<file path="src/dfs_pkg.sv">
package dfs_pkg;
  localparam int CLK_HZ = 25000000;
  localparam int OP_TIME_US = 50;
  localparam int STB_TIME_MS = 130;
  localparam int STU_TIME_US = 12;
  localparam int OP_CYCLES = (OP_TIME_US * (CLK_HZ / 1000000));
  localparam int STB_CYCLES = (STB_TIME_MS * (CLK_HZ / 1000));
  localparam int STU_CYCLES = (STU_TIME_US * (CLK_HZ / 1000000));
  localparam int CNT_W = 23;
  localparam int STEP_CYCLES = 4;
  localparam logic [1:0] NUM_CHECKS = 2'h2;
  typedef enum logic [1:0] {DFS_IDLE, DFS_OPERATE, DFS_STANDBY} dfs_state_t;
endpackage

</file>
<file path="src/dfs_phase_timer.sv">
`timescale 1ns/10ps
module dfs_phase_timer (
  input wire logic mclk,
  input wire logic srst,
  input wire logic start,
  input wire logic [22:0] load,
  output logic done
);
  logic [22:0] cnt_q;
  logic run_q;

  always_ff @(posedge mclk)
  begin
    if (srst)
    begin
      cnt_q <= 23'h0;
      run_q <= 1'b0;
      done <= 1'b0;
    end
    else
    begin
      done <= 1'b0;
      if (start)
      begin
        cnt_q <= load;
        run_q <= 1'b1;
      end
      else if (run_q)
      begin
        if (cnt_q <= 23'h1)
        begin
          run_q <= 1'b0;
          done <= 1'b1;
        end
        else
          cnt_q <= cnt_q - 23'h1;
      end
    end
  end
endmodule

</file>
<file path="src/dfs_seq.sv">
`timescale 1ns/10ps
module dfs_seq #(
  parameter int STB_CYCLES = dfs_pkg::STB_CYCLES
) (
  input wire logic mclk,
  input wire logic srst,
  input wire logic supply_ok,
  input wire logic polarity_select,
  input wire logic op_south,
  input wire logic op_north,
  input wire logic rel_south,
  input wire logic rel_north,
  output logic sense_en,
  output logic q_o,
  output logic q_oe_n,
  output logic q_valid,
  output logic standby
);
  dfs_pkg::dfs_state_t state_q;
  logic tmr_start;
  logic [22:0] tmr_load;
  logic tmr_done;
  logic [1:0] check_q;
  logic [1:0] step_q;
  logic switched_q;
  logic decided_q;
  logic latched_q;
  logic slow_q;
  logic [9:0] rise_q;
  logic [1:0] ops_q;
  logic latch_q;

  dfs_phase_timer u_tmr (
    .mclk(mclk),
    .srst(srst),
    .start(tmr_start),
    .load(tmr_load),
    .done(tmr_done)
  );

  always_comb
  begin
    tmr_start = 1'b0;
    // timer runs load plus one cycles, so load one short of the phase length
    tmr_load = 23'(dfs_pkg::OP_CYCLES - 1);
    if (state_q == dfs_pkg::DFS_IDLE && supply_ok)
      tmr_start = 1'b1;
    else if (state_q == dfs_pkg::DFS_OPERATE && tmr_done)
    begin
      tmr_start = 1'b1;
      tmr_load = 23'(STB_CYCLES - 1);
    end
    else if (state_q == dfs_pkg::DFS_STANDBY && tmr_done)
      tmr_start = 1'b1;
  end

  // operate and standby alternate once supply is up
  always_ff @(posedge mclk)
  begin
    if (srst)
      state_q <= dfs_pkg::DFS_IDLE;
    else
    begin
      unique case (state_q)
        dfs_pkg::DFS_IDLE:
          if (supply_ok)
            state_q <= dfs_pkg::DFS_OPERATE;
        dfs_pkg::DFS_OPERATE:
          if (tmr_done)
            state_q <= dfs_pkg::DFS_STANDBY;
        dfs_pkg::DFS_STANDBY:
          if (tmr_done)
            state_q <= dfs_pkg::DFS_OPERATE;
        default:
          state_q <= dfs_pkg::DFS_IDLE;
      endcase
    end
  end

  // supply rise timing before first operate phase
  always_ff @(posedge mclk)
  begin
    if (srst)
    begin
      rise_q <= 10'h0;
      slow_q <= 1'b0;
    end
    else if (state_q == dfs_pkg::DFS_IDLE && !supply_ok)
    begin
      if (rise_q >= 10'(dfs_pkg::STU_CYCLES))
        slow_q <= 1'b1;
      else
        rise_q <= rise_q + 10'h1;
    end
  end

  // sequential questioning: south then north
  always_ff @(posedge mclk)
  begin
    if (srst)
    begin
      check_q <= 2'h0;
      step_q <= 2'h0;
      decided_q <= 1'b0;
    end
    else if (state_q != dfs_pkg::DFS_OPERATE)
    begin
      check_q <= 2'h0;
      step_q <= 2'h0;
      decided_q <= switched_q;
    end
    else if (check_q < dfs_pkg::NUM_CHECKS)
    begin
      step_q <= step_q + 2'h1;
      if (step_q == 2'(dfs_pkg::STEP_CYCLES - 1))
      begin
        check_q <= check_q + 2'h1;
        if (check_q == 2'h0)
        begin
          if (op_south)
            decided_q <= 1'b1;
          else if (rel_south && !switched_q)
            decided_q <= 1'b0;
          else
            decided_q <= switched_q;
        end
        else
        begin
          if (op_north)
            decided_q <= 1'b1;
          else if (rel_north && rel_south && !decided_q)
            decided_q <= 1'b0;
          else if (rel_north && rel_south)
            decided_q <= decided_q && op_south;
          else
            decided_q <= decided_q;
        end
      end
    end
  end

  // decision taken on the last operate cycle
  always_ff @(posedge mclk)
  begin
    if (srst)
    begin
      latched_q <= 1'b0;
      switched_q <= 1'b0;
      ops_q <= 2'h0;
    end
    else if (state_q == dfs_pkg::DFS_OPERATE && tmr_done)
    begin
      latched_q <= decided_q;
      switched_q <= decided_q;
      if (ops_q != 2'h3)
        ops_q <= ops_q + 2'h1;
    end
  end

  // one-cycle strobe as standby begins; pin and valid move together
  always_ff @(posedge mclk)
  begin
    if (srst)
      latch_q <= 1'b0;
    else
      latch_q <= (state_q == dfs_pkg::DFS_OPERATE && tmr_done);
  end

  // slow rise: first decision drives the pin but does not raise q_valid
  always_ff @(posedge mclk)
  begin
    if (srst)
      q_valid <= 1'b0;
    else if (latch_q && (!slow_q || ops_q != 2'h1))
      q_valid <= 1'b1;
  end

  // phase flags, one cycle behind the state
  always_ff @(posedge mclk)
  begin
    if (srst)
    begin
      sense_en <= 1'b0;
      standby <= 1'b0;
    end
    else
    begin
      sense_en <= (state_q == dfs_pkg::DFS_OPERATE);
      standby <= (state_q == dfs_pkg::DFS_STANDBY);
    end
  end

  // open drain: oe_n low means sinking; off state = released high
  always_ff @(posedge mclk)
  begin
    if (srst)
    begin
      q_o <= 1'b0;
      q_oe_n <= 1'b1;
    end
    else
    begin
      q_o <= 1'b0;
      if (latch_q)
      begin
        if (polarity_select)
          q_oe_n <= !latched_q;
        else
          q_oe_n <= latched_q;
      end
    end
  end
endmodule

</file>
<file path="config.mk">
export PLATFORM = sky130hd
export DESIGN_NAME = dfs_seq
export DESIGN_NICKNAME = d
export VERILOG_FILES = /design/src/dfs_pkg.sv /design/src/dfs_phase_timer.sv /design/src/dfs_seq.sv
export SDC_FILE = /design/constraint.sdc
export NUM_CORES = 1
export LEC_CHECK = 0
export BUFFER_PORTS_ARGS = -buffer_cell sky130_fd_sc_hd__buf_2
export CAP_MARGIN = 10
export CORE_MARGIN = 5
export CORE_UTILIZATION = 30
export DETAILED_ROUTE_END_ITERATION = 10
export PLACE_DENSITY = 0.45
export SLEW_MARGIN = 20
export SYNTH_ARGS = -nofsm -noshare
export SYNTH_HDL_FRONTEND = slang
export SYNTH_HIERARCHICAL = 1
export SYNTH_SLANG_ARGS = --single-unit
</file>
<file path="constraint.sdc">
create_clock -name mclk -period 4.3 [get_ports mclk]
set_input_delay 0.215 -clock mclk [delete_from_list [all_inputs] [get_ports mclk]]
set_output_delay 0.215 -clock mclk [all_outputs]
set_load 0.03 [all_outputs]
</file>
==> impl_metrics.tcl <==
set metrics [dict create \
    outcome "finished, final reports clean" \
    grt_pass1_vias 2175 \
    cts-root-buf "clkbuf_8" \
    synth_xor_area_frac 0.0281 \
    avgSynthCellArea_um2 8.75 \
    min-delay-start "polarity_select" \
    postLayoutCellArea_um2 3030 \
    post_cts_resized 0 \
    hpwl_um 4470 \
    routed_wl_um 6550 \
    nNetsFinal 349 \
    synth-adder-area-share 0.0357 \
    met3_length_um 132 \
    final.setup.tns_ns 0 \
    required_ns 4.53 \
    final_cell_mix "dfxtp_1 (51), nor2_1 (38), a21oi_1 (20)" \
    cts_tree "yes" \
    synth_top_cell_by_area "dfxtp_1" \
    detailroute.wirelength.met2_um 3130 \
    cts_buffers 5 \
    clockBufferDepth 2 \
    worstMarginPinSlew_ns 0.858 \
    drtIter0Drc 100 \
    io_buffers 11 \
    relSlewSlack 0.428 \
    grt_pass1_wl_um 10600 \
    worst-endpoint-arrival_ns 2.53 \
    power_frac_seq 0.502 \
    drive_gt1_frac 0.123 \
    coreArea_um2 9150 \
    syn_inst 320 \
    antenna_found_initial 0 \
    grt_max_degree 46 \
    rows 35 \
    nFillCells 969 \
    die_w_um 107 \
    slew_viol_final 0 \
    startpoint "state_q[1]$_SDFFE_PP0P_" \
    wl_per_cell_um 14.7 \
    clk_transition_reported_paths_ns 0.10 \
    internal_power_w 0.000738 \
    multiInputGateArea_um2 1630 \
    synth_edf_count 0 \
    synthesis.area_um2 2800 \
    synthTopCellsByArea "dfxtp_1 (36%), nor2_1 (5.1%), a21oi_1 (3.6%), ha_1 (3.6%), a311oi_1 (2.8%)" \
    dieHeight_um 107 \
    synth_compound_area_frac 0.213 \
    post-cts-setup-buffers 0 \
    gp_congestion 0.813 \
    final-seq-area_um2 1020 \
    synth_top_family_by_area "simple AND/OR/NAND/NOR gates" \
    viasPerCell 5.32 \
    final_hold_viol_count 0 \
    dr.max_layer_used "met4" \
    p_switching_w 0.000314 \
    critPathMaxFanout 20 \
    postCtsHoldBufs 0 \
    p_comb_frac 0.182 \
    grt_setup_unrepaired "no" \
    num_vias 2363 \
    die_area_um2 11400 \
    clock_latency_ns 0.30 \
    initial_utilization 0.306 \
    grtUsageTotal 0.114 \
    timing.hold.ws_ns 0.293 \
    post-route-min-period_ns 2.30 \
    switching_share 0.298 \
    gr-total-overflow 0 \
    n_antenna_cell 0 \
    powerDensity_nw_per_um2 347 \
    vdd_drop_max_v 0.000151 \
    io-pin-count 13 \
    layout_commonest_cell "dfxtp_1" \
    clock.fmax_mhz 435 \
    clock_sinks 51 \
    setup_viol 0 \
    seq_area_frac_synth 0.364 \
    ant_nets 0 \
    firstDrtPassIters 4 \
    synth_top_area_frac 0.364 \
    ys_seq_elements 51 \
    area_growth_pct 8.22 \
    p_clk_frac 0.317 \
    ys_types 63 \
    synth_mux_area_frac 0.0264 \
    end_kind "flip-flop" \
    yosysWarnings 6 \
    h-tree-depth 2 \
    drv_cap 0 \
    fin_crit_sh 0.535 \
    drcViolationCount 0 \
    worst_setup_path_start_kind "flip-flop" \
    synth-async-reset-ratio 0 \
    leakage_nw 1.04 \
    reg2reg_from "state_q[1]$_SDFFE_PP0P_" \
    ys.flop_type "dfxtp_1" \
    wl_met1_um 3240 \
    fin_skew_ns 0.0108 \
    synth_simple_gate_area_frac 0.261 \
    worstSetupPathType "reg -> reg" \
    placed_area_um2 2930 \
    hp-class "in -> reg" \
]
==> sequential cells by signal (all words and copies together), names as in the netlist <==
signal	flops
u_tmr/cnt_q	23
rise_q	10
check_q	2
ops_q	2
state_q	2
step_q	2
decided_q	1
latch_q	1
latched_q	1
q_oe_n	1
q_valid	1
sense_en	1
slow_q	1
standby	1
u_tmr/done	1
u_tmr/run_q	1
==> synthesized netlist by cell type (7+ instances only) <==
| cell | number |
|---|---|
| a211oi_1 | 10 |
| a21oi_1 | 20 |
| a311oi_1 | 9 |
| clkbuf_1 | 7 |
| dfxtp_1 | 51 |
| ha_1 | 8 |
| inv_1 | 18 |
| nand2_1 | 17 |
| nand3_1 | 10 |
| nand4_1 | 8 |
| nor2_1 | 38 |
| o21ai_0 | 8 |
| o31ai_1 | 9 |
| or4_1 | 8 |
| xnor2_1 | 8 |
==> through the flow <==
stage	power (W)	setup WS, ns	utilization	instances
2_1_floorplan	0.000688	2.46	-	330
3_3_place_gp	0.000728	2.16	0.320	437
3_5_place_dp	0.000729	2.06	0.320	437
4_1_cts	0.00107	2.02	0.331	444
5_1_grt	0.00111	1.80	0.331	444
6_report	0.00105	2.00	0.331	444
==> power groups by stage <==
stage                     combinational [W]  clock, W  sequential, W
after CTS                          0.000192  0.000347       0.000527
after floorplan                    0.000158         0       0.000530
final                              0.000191  0.000333       0.000528
after global placement             0.000189         0       0.000538
after detailed placement           0.000191         0       0.000538
after global routing               0.000214  0.000366       0.000532
==> final cells by class <==
| class | count | area share |
|---|---|---|
| clock buffer | 5 | 0.0227 |
| multi-input combinational | 244 | 0.537 |
| tap | 111 | 0.0458 |
| sequential | 51 | 0.337 |
| clock inverter | 2 | 0.0124 |
| inverter | 19 | 0.0252 |
| timing repair buffer | 12 | 0.0206 |
==> worst paths after layout <==
kind	slack [ns]	endpoint	cells after the start
worst min-delay path	0.29	q_oe_n$_SDFFE_PP1P_	4
worst min register to register	0.48	slow_q$_SDFFE_PP0P_	2
worst max register to register	2.00	u_tmr/cnt_q[18]$_SDFFE_PP0P_	8
worst max-delay path	2.00	u_tmr/cnt_q[18]$_SDFFE_PP0P_	8
==> critical path, cell delays in order, from the launching register on <==
cell and delay (ns):
dfxtp_1 0.40, nand3b_1 0.26, o21ai_1 0.10, buf_4 0.22, nor2b_1 0.28, nand4_1 0.13
a211oi_1 0.32, mux2_2 0.37, a21oi_1 0.13
==> routing by layer <==
metal	global-route usage	vias to the layer above
li1	-	1210
met1	0.153	1133
met2	0.187	18
met3	0.0223	2
met4	0.0301	0
met5	0	-
==> cells by family (layout without fill, tap and decap cells) <==
group | after synthesis | count (layout)
mux | 7 | 7
other cells | 2 | 12
buf+inv | 35 | 38
flops | 51 | 51
fa+ha+maj | 8 | 8
compound gates | 82 | 82
simple gates | 126 | 126
xor+xnor | 9 | 9
Power figures use the tool's default switching activity.
